<file path="src/common/uew_pkg.sv">
// Package with register map, field positions and timing constants of the serial channel.
package uew_pkg;
  // Register byte offsets on the AXI4-Lite bus.
  localparam logic [7:0] OFS_MODE = 8'h00;
  localparam logic [7:0] OFS_CTRL = 8'h04;
  localparam logic [7:0] OFS_DATA = 8'h08;
  localparam logic [7:0] OFS_BAUD = 8'h0c;
  // Mode register fields.
  localparam int MODE_SC_LO = 0;
  localparam int MODE_SM_LO = 2;
  localparam int MODE_WU    = 4;
  localparam int MODE_RXE   = 5;
  localparam int MODE_TB8   = 7;
  localparam logic [1:0] SM_8BIT = 2'h2;
  localparam logic [1:0] SM_9BIT = 2'h3;
  localparam logic [1:0] SC_SYS  = 2'h2;
  // Control register fields.
  localparam int CTRL_PERR = 0;
  localparam int CTRL_FERR = 1;
  localparam int CTRL_OERR = 2;
  localparam int CTRL_PE   = 5;
  localparam int CTRL_EVEN = 6;
  localparam int CTRL_RB8  = 7;
  localparam int CTRL_RXF  = 8;
  localparam int CTRL_TXB  = 9;
  // Reset values.
  localparam logic [7:0]  MODE_RST = 8'h00;
  localparam logic [7:0]  CTRL_RST = 8'h00;
  localparam logic [15:0] BAUD_RST = 16'h0004;
  // Oversampling per bit and the mid-bit sample point.
  localparam logic [3:0] OVS_LAST = 4'hf;
  localparam logic [3:0] OVS_MID  = 4'h7;
  // AXI responses.
  localparam logic [1:0] RESP_OK  = 2'h0;
  localparam logic [1:0] RESP_ERR = 2'h2;
endpackage

</file>
<file path="src/hw/uew_uart.sv">
// Eight and nine bit asynchronous serial channel with wakeup, behind AXI4-Lite.
`timescale 1ns/1ps
// Behaviour
// - Mode field 10 selects 8-bit frames.
// - 8-bit parity only when parity enabled.
// - Parity polarity bit set means even.
// - Mode field 11 selects 9-bit frames.
// - 9-bit frames never carry parity.
// - Transmit ninth bit from mode register.
// - Received ninth bit into control register.
// - Wakeup bit active in 9-bit mode.
// - Wakeup: receive event only when ninth one.
// - Woken-out slaves ignore ninth-zero frames.
// - Selected slave may answer the master.
// - Clock select 10 uses system clock.
// - No reception while receive enable clear.
module uew_uart
  import uew_pkg::*;
(
  // Clock and reset.
  input  wire logic        aclk,
  input  wire logic        aresetn,
  // AXI4-Lite write address, data and response.
  input  wire logic [7:0]  s_axi_awaddr,
  input  wire logic        s_axi_awvalid,
  output logic             s_axi_awready,
  input  wire logic [31:0] s_axi_wdata,
  input  wire logic [3:0]  s_axi_wstrb,
  input  wire logic        s_axi_wvalid,
  output logic             s_axi_wready,
  output logic [1:0]       s_axi_bresp,
  output logic             s_axi_bvalid,
  input  wire logic        s_axi_bready,
  // AXI4-Lite read channels.
  input  wire logic [7:0]  s_axi_araddr,
  input  wire logic        s_axi_arvalid,
  output logic             s_axi_arready,
  output logic [31:0]      s_axi_rdata,
  output logic [1:0]       s_axi_rresp,
  output logic             s_axi_rvalid,
  input  wire logic        s_axi_rready,
  // Serial line, open-drain capable transmit pin.
  input  wire logic        rx_pin,
  output logic             tx_out,
  output logic             tx_oe,
  input  wire logic        tx_open_drain,
  // Event pulses.
  output logic             receive_interrupt,
  output logic             transmit_interrupt
);

  typedef enum logic [1:0] {TX_IDLE = 2'b00, TX_SHIFT = 2'b01, TX_STOP = 2'b11} uew_tx_t;
  typedef enum logic [1:0] {RX_IDLE = 2'b00, RX_SHIFT = 2'b01, RX_STOP = 2'b11} uew_rx_t;

  typedef struct packed {
    logic        awdone;
    logic        wdone;
    logic [7:0]  awaddr;
    logic [31:0] wdata;
    logic [3:0]  wstrb;
    logic        bvalid;
    logic [1:0]  bresp;
    logic        rvalid;
    logic [1:0]  rresp;
    logic [31:0] rdata;
    logic [7:0]  mode;
    logic [7:0]  ctrl;
    logic        rxf;
    logic [15:0] baud;
    logic [7:0]  rxbuf;
    logic [15:0] bdiv;
    logic        tick;
    uew_tx_t     txs;
    logic [3:0]  txo;
    logic [3:0]  txn;
    logic [9:0]  txsh;
    logic        txd;
    logic        txbusy;
    uew_rx_t     rxs;
    logic [3:0]  rxo;
    logic [3:0]  rxn;
    logic [9:0]  rxsh;
    logic [1:0]  rsync;
    logic        rxi;
    logic        txi;
    logic        oe;
  } uew_state_t;

  uew_state_t s;
  uew_state_t next_s;

  // Number of data-plus-extra bits for the active format.
  function automatic logic [3:0] frame_bits(input logic [7:0] m, input logic [7:0] c);
    if (m[MODE_SM_LO +: 2] == SM_9BIT) begin
      frame_bits = 4'h9;
    end else if (c[CTRL_PE]) begin
      frame_bits = 4'h9;
    end else begin
      frame_bits = 4'h8;
    end
  endfunction

  // Parity bit for a byte: even polarity makes the total count of ones even.
  function automatic logic par_bit(input logic [7:0] d, input logic even);
    par_bit = even ? ^d : ~^d;
  endfunction

  // Combinational next-state logic for bus, baud tick, transmitter and receiver.
  always_comb begin
    logic        wr;
    logic        rd;
    logic [31:0] rv;
    logic        act;
    logic        ninth;
    logic        rbit;
    logic [7:0]  d;
    logic        n9;
    logic        nine;
    logic        take;
    next_s = s;
    d = 8'h00;
    n9 = 1'b0;
    nine = 1'b0;
    take = 1'b0;
    wr = 1'b0;
    rd = 1'b0;
    rv = 32'h0000_0000;
    act = (s.mode[MODE_SM_LO +: 2] == SM_8BIT) || (s.mode[MODE_SM_LO +: 2] == SM_9BIT);
    ninth = 1'b0;
    rbit = s.rsync[1];
    next_s.rsync = {s.rsync[0], rx_pin};
    next_s.rxi = 1'b0;
    next_s.txi = 1'b0;

    // Write channel: address and data taken in either order, response after both.
    if (s_axi_awvalid && !s.awdone) begin
      next_s.awdone = 1'b1;
      next_s.awaddr = s_axi_awaddr;
    end
    if (s_axi_wvalid && !s.wdone) begin
      next_s.wdone = 1'b1;
      next_s.wdata = s_axi_wdata;
      next_s.wstrb = s_axi_wstrb;
    end
    if (s.awdone && s.wdone && !s.bvalid) begin
      wr = 1'b1;
      next_s.awdone = 1'b0;
      next_s.wdone = 1'b0;
      next_s.bvalid = 1'b1;
      next_s.bresp = RESP_OK;
    end
    if (s.bvalid && s_axi_bready) begin
      next_s.bvalid = 1'b0;
    end

    // Register writes; the data write starts a frame when the transmitter is free.
    if (wr) begin
      unique case (s.awaddr)
        OFS_MODE: if (s.wstrb[0]) next_s.mode = s.wdata[7:0];
        OFS_CTRL: if (s.wstrb[0]) next_s.ctrl[6:5] = s.wdata[6:5];
        OFS_BAUD: begin
          if (s.wstrb[0]) next_s.baud[7:0] = s.wdata[7:0];
          if (s.wstrb[1]) next_s.baud[15:8] = s.wdata[15:8];
        end
        OFS_DATA: begin
          if (s.wstrb[0] && !s.txbusy && act) begin
            // Ninth bit is the stored transmit ninth bit or the parity bit.
            if (s.mode[MODE_SM_LO +: 2] == SM_9BIT) begin
              ninth = s.mode[MODE_TB8];
            end else begin
              ninth = par_bit(s.wdata[7:0], s.ctrl[CTRL_EVEN]);
            end
            next_s.txsh = {ninth, s.wdata[7:0], 1'b0};
            next_s.txbusy = 1'b1;
          end
        end
        default: next_s.bresp = RESP_ERR;
      endcase
    end

    // Read channel; reading the buffer releases the receive-full flag.
    if (s_axi_arvalid && !s.rvalid) begin
      rd = 1'b1;
      next_s.rvalid = 1'b1;
      next_s.rresp = RESP_OK;
      unique case (s_axi_araddr)
        OFS_MODE: rv = {24'h000000, s.mode};
        OFS_CTRL: rv = {22'h000000, s.txbusy, s.rxf, s.ctrl};
        OFS_DATA: rv = {24'h000000, s.rxbuf};
        OFS_BAUD: rv = {16'h0000, s.baud};
        default:  next_s.rresp = RESP_ERR;
      endcase
      next_s.rdata = rv;
    end
    if (s.rvalid && s_axi_rready) begin
      next_s.rvalid = 1'b0;
    end

    // Oversampling tick from the system clock when clock select is 10.
    next_s.tick = 1'b0;
    if (s.mode[MODE_SC_LO +: 2] == SC_SYS) begin
      if (s.bdiv >= s.baud) begin
        next_s.bdiv = 16'h0000;
        next_s.tick = 1'b1;
      end else begin
        next_s.bdiv = s.bdiv + 16'h0001;
      end
    end else begin
      next_s.bdiv = 16'h0000;
    end

    // Transmitter: start, bits LSB first, ninth or parity, one stop bit.
    unique case (s.txs)
      TX_IDLE: begin
        next_s.txd = 1'b1;
        if (s.txbusy && s.tick) begin
          next_s.txs = TX_SHIFT;
          next_s.txo = 4'h0;
          next_s.txn = 4'h0;
          next_s.txd = s.txsh[0];
        end
      end
      TX_SHIFT: if (s.tick) begin
        next_s.txo = s.txo + 4'h1;
        if (s.txo == OVS_LAST) begin
          next_s.txsh = {1'b1, s.txsh[9:1]};
          if (s.txn == frame_bits(s.mode, s.ctrl)) begin
            next_s.txs = TX_STOP;
            next_s.txd = 1'b1;
          end else begin
            next_s.txn = s.txn + 4'h1;
            next_s.txd = s.txsh[1];
          end
        end
      end
      TX_STOP: if (s.tick) begin
        next_s.txo = s.txo + 4'h1;
        if (s.txo == OVS_LAST) begin
          next_s.txs = TX_IDLE;
          next_s.txbusy = 1'b0;
          next_s.txi = 1'b1;
        end
      end
      default: next_s.txs = TX_IDLE;
    endcase
    // Drive enable is registered with the level; open drain releases the high level.
    next_s.oe = !tx_open_drain || !next_s.txd;

    // Receiver: mid-bit sampling, gated by receive enable.
    unique case (s.rxs)
      RX_IDLE: begin
        if (s.tick && !rbit && s.mode[MODE_RXE] && act) begin
          next_s.rxs = RX_SHIFT;
          next_s.rxo = 4'h0;
          next_s.rxn = 4'h0;
        end
      end
      RX_SHIFT: if (s.tick) begin
        next_s.rxo = s.rxo + 4'h1;
        if (s.rxo == OVS_MID) begin
          if (s.rxn == 4'h0 && rbit) begin
            next_s.rxs = RX_IDLE; // False start glitch.
          end else begin
            next_s.rxsh = {rbit, s.rxsh[9:1]};
            next_s.rxn = s.rxn + 4'h1;
            if (s.rxn == frame_bits(s.mode, s.ctrl)) begin
              next_s.rxs = RX_STOP;
            end
          end
        end
      end
      RX_STOP: if (s.tick) begin
        next_s.rxo = s.rxo + 4'h1;
        if (s.rxo == OVS_MID) begin
          next_s.rxs = RX_IDLE;
          begin
            nine = (s.mode[MODE_SM_LO +: 2] == SM_9BIT);
            d  = nine || s.ctrl[CTRL_PE] ? s.rxsh[8:1] : s.rxsh[9:2];
            n9 = s.rxsh[9];
            // Wakeup suppresses ninth-zero frames entirely.
            take = !(nine && s.mode[MODE_WU] && !n9);
            if (take) begin
              next_s.rxbuf = d;
              next_s.ctrl[CTRL_FERR] = !rbit;
              next_s.ctrl[CTRL_OERR] = s.rxf;
              next_s.ctrl[CTRL_PERR] = !nine && s.ctrl[CTRL_PE] &&
                                       (n9 != par_bit(d, s.ctrl[CTRL_EVEN]));
              if (nine) begin
                next_s.ctrl[CTRL_RB8] = n9;
              end
              next_s.rxf = 1'b1;
              next_s.rxi = 1'b1;
            end
          end
        end
      end
      default: next_s.rxs = RX_IDLE;
    endcase

    // Buffer read clears full; a frame landing in the same cycle wins.
    if (rd && s_axi_araddr == OFS_DATA && !next_s.rxi) begin
      next_s.rxf = 1'b0;
    end
  end

  // State register.
  always_ff @(posedge aclk) begin
    if (!aresetn) begin
      s <= '0;
      s.mode <= MODE_RST;
      s.ctrl <= CTRL_RST;
      s.baud <= BAUD_RST;
      s.txd <= 1'b1;
      s.oe <= 1'b1;
      s.rsync <= 2'b11;
      s.txs <= TX_IDLE;
      s.rxs <= RX_IDLE;
    end else begin
      s <= next_s;
    end
  end

  // Outputs straight from the state register; open drain only drives low, except from reset, which loads drive enable and level high.
  always_comb begin
    s_axi_awready = !s.awdone;
    s_axi_wready = !s.wdone;
    s_axi_bvalid = s.bvalid;
    s_axi_bresp = s.bresp;
    s_axi_arready = !s.rvalid;
    s_axi_rvalid = s.rvalid;
    s_axi_rresp = s.rresp;
    s_axi_rdata = s.rdata;
    tx_out = s.txd;
    tx_oe = s.oe;
    receive_interrupt = s.rxi;
    transmit_interrupt = s.txi;
  end

endmodule

</file>
<file path="config.mk">
export PLATFORM = sky130hd
export DESIGN_NAME = uew_uart
export DESIGN_NICKNAME = d
export VERILOG_FILES = /design/src/common/uew_pkg.sv /design/src/hw/uew_uart.sv
export SDC_FILE = /design/constraint.sdc
export NUM_CORES = 1
export LEC_CHECK = 0
export ABC_CLOCK_PERIOD_IN_PS = 2200
export BUFFER_PORTS_ARGS = -buffer_cell sky130_fd_sc_hd__buf_2
export CORE_MARGIN = 2
export CORE_UTILIZATION = 40
export CTS_BUF_LIST = sky130_fd_sc_hd__clkbuf_2
export DETAILED_ROUTE_END_ITERATION = 8
export PLACE_DENSITY = 0.69
export SYNTH_ARGS = -nofsm -noshare
export SYNTH_HDL_FRONTEND = slang
export SYNTH_SLANG_ARGS = --single-unit
</file>
<file path="constraint.sdc">
create_clock -name aclk -period 2.2 [get_ports aclk]
set_clock_uncertainty 0.15 [all_clocks]
set_input_delay 0.33 -clock aclk [delete_from_list [all_inputs] [get_ports aclk]]
set_output_delay 0.33 -clock aclk [all_outputs]
set_load 0.01 [all_outputs]
</file>
* After elaboration in Yosys (flattened, before gate mapping)
Cells that the tools add are included.
Word-level totals: input port bits 61, output and inout bits 45, bits in registers 169
Cells by class: equality and inequality tests 32, mux-type cells 62, add/subtract/negate cells 5, order comparisons 1, reductions and logical operators 69, bitwise logic cells 4
Operators by type and width (number):
- case mux 16 bit (4 select lines) | 1
- two-way mux 10 bit | 6
- == test 8 x 4 -> 1 bit (second input constant) | 4
- two-way mux 4 bit | 8
- two-way mux 14 bit | 2
- != test 2 bit (second input constant) | 13
- case mux 4 bit (3 select lines) | 2
- two-way mux 2 bit | 11
- two-way mux 1 bit | 21
- two-way mux 21 bit | 1
- logical AND 1 bit | 20
- two-way mux 20 bit | 1
- adder 16 x 1 -> 16 bit (second input constant) | 1
- adder 4 x 1 -> 4 bit (second input constant) | 4
- == test 8 x 3 -> 1 bit (second input constant) | 2
- >= comparator 16 bit | 1
- logical NOT 8 bit | 2
- case mux 4 bit (2 select lines) | 2
- AND reduction 4 bit | 4
- XNOR reduction 8 bit | 2
- parity 8 bit | 2
- two-way mux 15 bit | 1
- AND reduction 3 bit | 5
- AND reduction 5 bit | 3
- other kinds (23) | 54

* Depth between registers and ports, before layout
word-level depth 12, mapped depth 9

* Least setup slack after synthesis
Ideal clock, no wire load.
kind register to register, start register s[81] (netlist bit), end register s[55] (netlist bit), setup time 86 ps, cell stages (with the launch flop) 9, data required time 1964 ps, path slack 161 ps, arrival 1803 ps, period minus slack after synthesis 2039 ps, cells stage by stage dfxtp_1 > inv_1 > ha_1 > a21o_1 > a21o_1 > a21oi_1 > o211ai_1 > buf_2 > a211oi_1
On the way: cells in the longest elaborated chain, start to end 2
RTL lines:
- start, declared | RTL line uew_uart.sv:89 | uew_state_t s;
- start signal, assigned | RTL line uew_uart.sv:319 | s <= next_s;
- >= comparator 16 bit | RTL line uew_uart.sv:202 | if (s.bdiv >= s.baud) begin
- OR reduction 3 bit (no source line)
Every way passes these cells. A chain may end at the register's enable or synchronous reset.

* Worst setup path after layout
start register s[81] (netlist bit), end register s[61] (netlist bit)
Same word-level chain as after synthesis.

==> results summary <==
The flow ran to the end, and the final reports show no timing, DRC or antenna violations. The clock transition at the registers of the reported paths is 0.22 ns. Cells fill 49.0% of the core in the end. The wire length of the first global-routing pass came out at 25900 µm. Routability-driven placement finished with a final weighted congestion of 0.826. The detailed route wirelength on metal2 is 7530 µm. The vertical die dimension is 138 µm.

The cell count after placement came out at 1058. The number of design rule violations left after detail routing came out at 0. The worst-case IR drop observed on VDD is 0.399 mV. The final max-slew violation count came to 0. The number of diodes added for antenna fixing came out at 0. The sum of routed wire length over all layers is 16000 µm. The effective utilization at floorplan came out at 41.1%. The cell with the biggest individual delay on the critical path is sky130_fd_sc_hd__dfxtp_1.

In this run switching power makes up 24.1% of total power. The cell occurring most often along the worst timing path is sky130_fd_sc_hd__a21o_1. The routed length on met1 came out at 7700 µm.

Power spread over the standard cell area amounts to 593 mW/mm². STA puts the critical path data required time at 2.66 ns. The number of failing hold endpoints at the final stage is 0. The initial detailed-routing violation count is 260. The average vias per placed instance came out at 4.99. The post-synthesis cell area came out at 0.00714 mm². The worst setup path is of the reg -> reg kind. Global routing used 17.3% of the available tracks.

The die covers 0.0189 mm². Setup repair after global routing could not meet its margin everywhere. The sequential group share of total power came out at 55.9%. The critical path goes through inv_1, ha_1, a21o_1, a21o_1, a21oi_2, o211ai_1, buf_4, a211oi_1.

The reported net switching power came out at 1.22 mW. The root buffer cell chosen for the clock tree is sky130_fd_sc_hd__clkbuf_2. The worst-case clock buffer depth is 2. The data arrival time at the worst-slack endpoint came out at 2.55 ns. The fmax is 0.479 GHz. The slew of the pin with the lowest slew margin came out at 0.651 ns.

For this run, the register share of the synthesized area comes to 42.3%. The count of boundary I/O pins came out at 106. The maximum number of pins on one net before global-route repair is 55.

The highest layer used for signal routing is met4. Among all flip-flop cells after synthesis, the most frequent one is sky130_fd_sc_hd__dfxtp_1. The share of post-route cells with drive strength above 1 is 17.1%. Per report_power, the clock group accounts for 36.7% of the total. The final worst setup slack is 0.112 ns. The minimum setup slack after placement came out at 0.0658 ns. The number of buffers and inverters on the critical path came out at 2. The combinational power share is 7.4%.

The clock latency reported for the late side of the worst-skew pair came out at 0.71 ns. The number of different library cells in the post-synthesis netlist is 62. The buffers inserted during post-CTS setup optimization came out at 0.

The final net count is 992. After detailed routing, the met3 layer carries 603 µm of wire. Of all nets on the critical path, the largest fanout is 17. The worst setup path is launched from a register. TritonCTS built the clock tree. The final setup violation count is 0.

The placement-stage cell area is 0.00763 mm². The number of CTS-inserted buffers is 17. The total half-perimeter wirelength after legalization and detailed placement is 10900 µm. The static leakage came out at 3.41 nW. The worst pin sits at a relative slew slack of 56.5%. The final standard cell area without fillers is 0.00851 mm². Broken down by cell family, the worst path's largest delay share belongs to compound AO/OA/AOI/OAI gates. The final non-filler cell total came out at 1147. The count of buffers inserted at the top-level ports is 70. The number of antenna violations at the first check in global routing came out at 0. The worst setup path is captured at a register. The final worst hold slack is 0.0463 ns. The die outline width came out at 138 µm. The initialized floorplan defines 48 standard-cell rows.

The count of flip-flops with a built-in enable after synthesis came out at 0. The first TritonRoute pass finished after 4 iterations. The final route contains 5728 vias. The number of H-tree levels came out at 4. The post-route minimum period is 2.09 ns. The via count of the first global-routing pass is 5308. In the final routed layout, each cell accounts on average for 13.9 µm. After synthesis the netlist holds a flip-flop and latch count of 151. After technology mapping, the gate count stands at 791. The average cell area after synthesis came out at 9.03 µm².

The yosys synthesis warning count is 0. The count of nets left with antenna violations after detail routing is 0. The placeable core area is 0.0174 mm². The delay of the slowest cell on the worst path is 0.40 ns. In this run the worst hold path is classified as in -> reg. The overall power consumption is 5.04 mW. After routing, the total negative slack on setup checks comes to 0 ns. The design internal power came out at 3.83 mW. The final global-route overflow total is 0. The post-route fraction of the period consumed by the critical path is 94.9%. The layout overhead on the synthesized area came out at 19.2%.

The share of async-settable or async-resettable flops after synthesis came out at 0%. The max-cap violation count came out at 0. The CTS sink count came out at 151.
[power by group through the flow]
stage | Clock [mW] | Combinational [mW] | Sequential, mW
final | 1.85 | 0.374 | 2.82
after global routing | 2.00 | 0.412 | 2.83
after CTS | 1.90 | 0.369 | 2.82
after detailed placement | 0 | 0.287 | 2.87
after global placement | 0 | 0.284 | 2.87
after floorplan | 0 | 0.215 | 2.86
[cell usage after synthesis (all sizes together), types with 6 or more instances]
| cell type | n | area [µm²] |
|---|---|---|
| xnor2 | 21 | 184 |
| nand4 | 14 | 100 |
| a21o | 7 | 52.6 |
| nor2 | 96 | 363 |
| a21oi | 53 | 265 |
| and3 | 6 | 38.8 |
| mux2i | 59 | 591 |
| inv | 32 | 120 |
| a22oi | 9 | 67.6 |
| nand2 | 82 | 308 |
| mux4 | 6 | 135 |
| xor2 | 16 | 140 |
| dfxtp | 151 | 3020 |
| o21ai | 29 | 145 |
| a211oi | 27 | 203 |
| nand3 | 12 | 60.1 |
| clkbuf | 26 | 98.8 |
| buf | 49 | 347 |
| nand2b | 10 | 62.6 |
| ha | 22 | 275 |
[tightest hold or removal path, stage by stage]
cell                      delay [ns]
sky130_fd_sc_hd__buf_2          0.21
sky130_fd_sc_hd__nand2_1        0.11
sky130_fd_sc_hd__or3b_2         0.11
sky130_fd_sc_hd__a21oi_1        0.05
sky130_fd_sc_hd__nor2_1         0.07
[what timing repair did]
| item | in CTS | in global routing |
|---|---|---|
| hold endpoints to repair | 64 | 0 |
| hold buffers | 57 | 0 |
| resized for setup | 0 | 5 |
| setup endpoints to repair | 0 | 16 |
[metal layers]
layer	GRT usage [%]	up-vias
met3	3.94	11
li1	-	2933
met2	28.0	100
met5	0	-
met4	4.35	0
met1	23.5	2684
[registers in the layout, summed over array words and instances, names as in the netlist, named ones only]
register and count:
s 125, s_axi_rdata 16, next_s 1, receive_interrupt 1, s_axi_bresp 1, s_axi_bvalid 1, s_axi_rresp 1, s_axi_rvalid 1
transmit_interrupt 1, tx_oe 1, tx_out 1
[kinds of logic after synthesis]
kind of cell,Yosys count,share of synthesized area [%]
AOI/OAI and AO/OA,143,12.3
xor gates and xnor gates,38,4.85
adders and majority gates,22,3.86
and+or+nand+nor,262,18.2
buffers and inverters,107,7.92
DFF,151,42.3
muxes,67,10.5
other,1,0.0525
[cells in the final DEF, fill, tap and decap left out, types with 12 or more instances in the layout]
cell and n:
sky130_fd_sc_hd__nand3_1 12, sky130_fd_sc_hd__xnor2_1 21, sky130_fd_sc_hd__buf_4 30, sky130_fd_sc_hd__nand4_1 12
sky130_fd_sc_hd__buf_2 70, sky130_fd_sc_hd__dlygate4sd3_1 57, sky130_fd_sc_hd__inv_1 31, sky130_fd_sc_hd__nand2_1 82
sky130_fd_sc_hd__dfxtp_1 148, sky130_fd_sc_hd__a21oi_1 51, sky130_fd_sc_hd__a211oi_1 27, sky130_fd_sc_hd__nor2_1 95
sky130_fd_sc_hd__clkbuf_2 18, sky130_fd_sc_hd__o21ai_0 29, sky130_fd_sc_hd__xor2_1 16, sky130_fd_sc_hd__ha_1 22
sky130_fd_sc_hd__conb_1 17, sky130_fd_sc_hd__mux2i_1 59
[path summary, 6_finish.rpt]
kind                                       from  endpoint  slack (ns)  depth (start not counted)
worst max register to register            s[81]     s[61]        0.11                          8
worst max-delay path                      s[81]     s[61]        0.11                          8
worst min register to register        next_s[4]      s[4]        0.29                          1
worst min-delay path            s_axi_araddr[3]     s[88]        0.05                          5
[cell type report]
cell class                 instances  area, µm²
timing repair buffer             158       1170
multi-input combinational        549       3620
fill                            1643       8850
clock buffer                      18       90.1
inverter                          32        120
sequential                       151       3030
tap                              225        282
clock inverter                    14        206
Power figures use the tool's default switching activity.
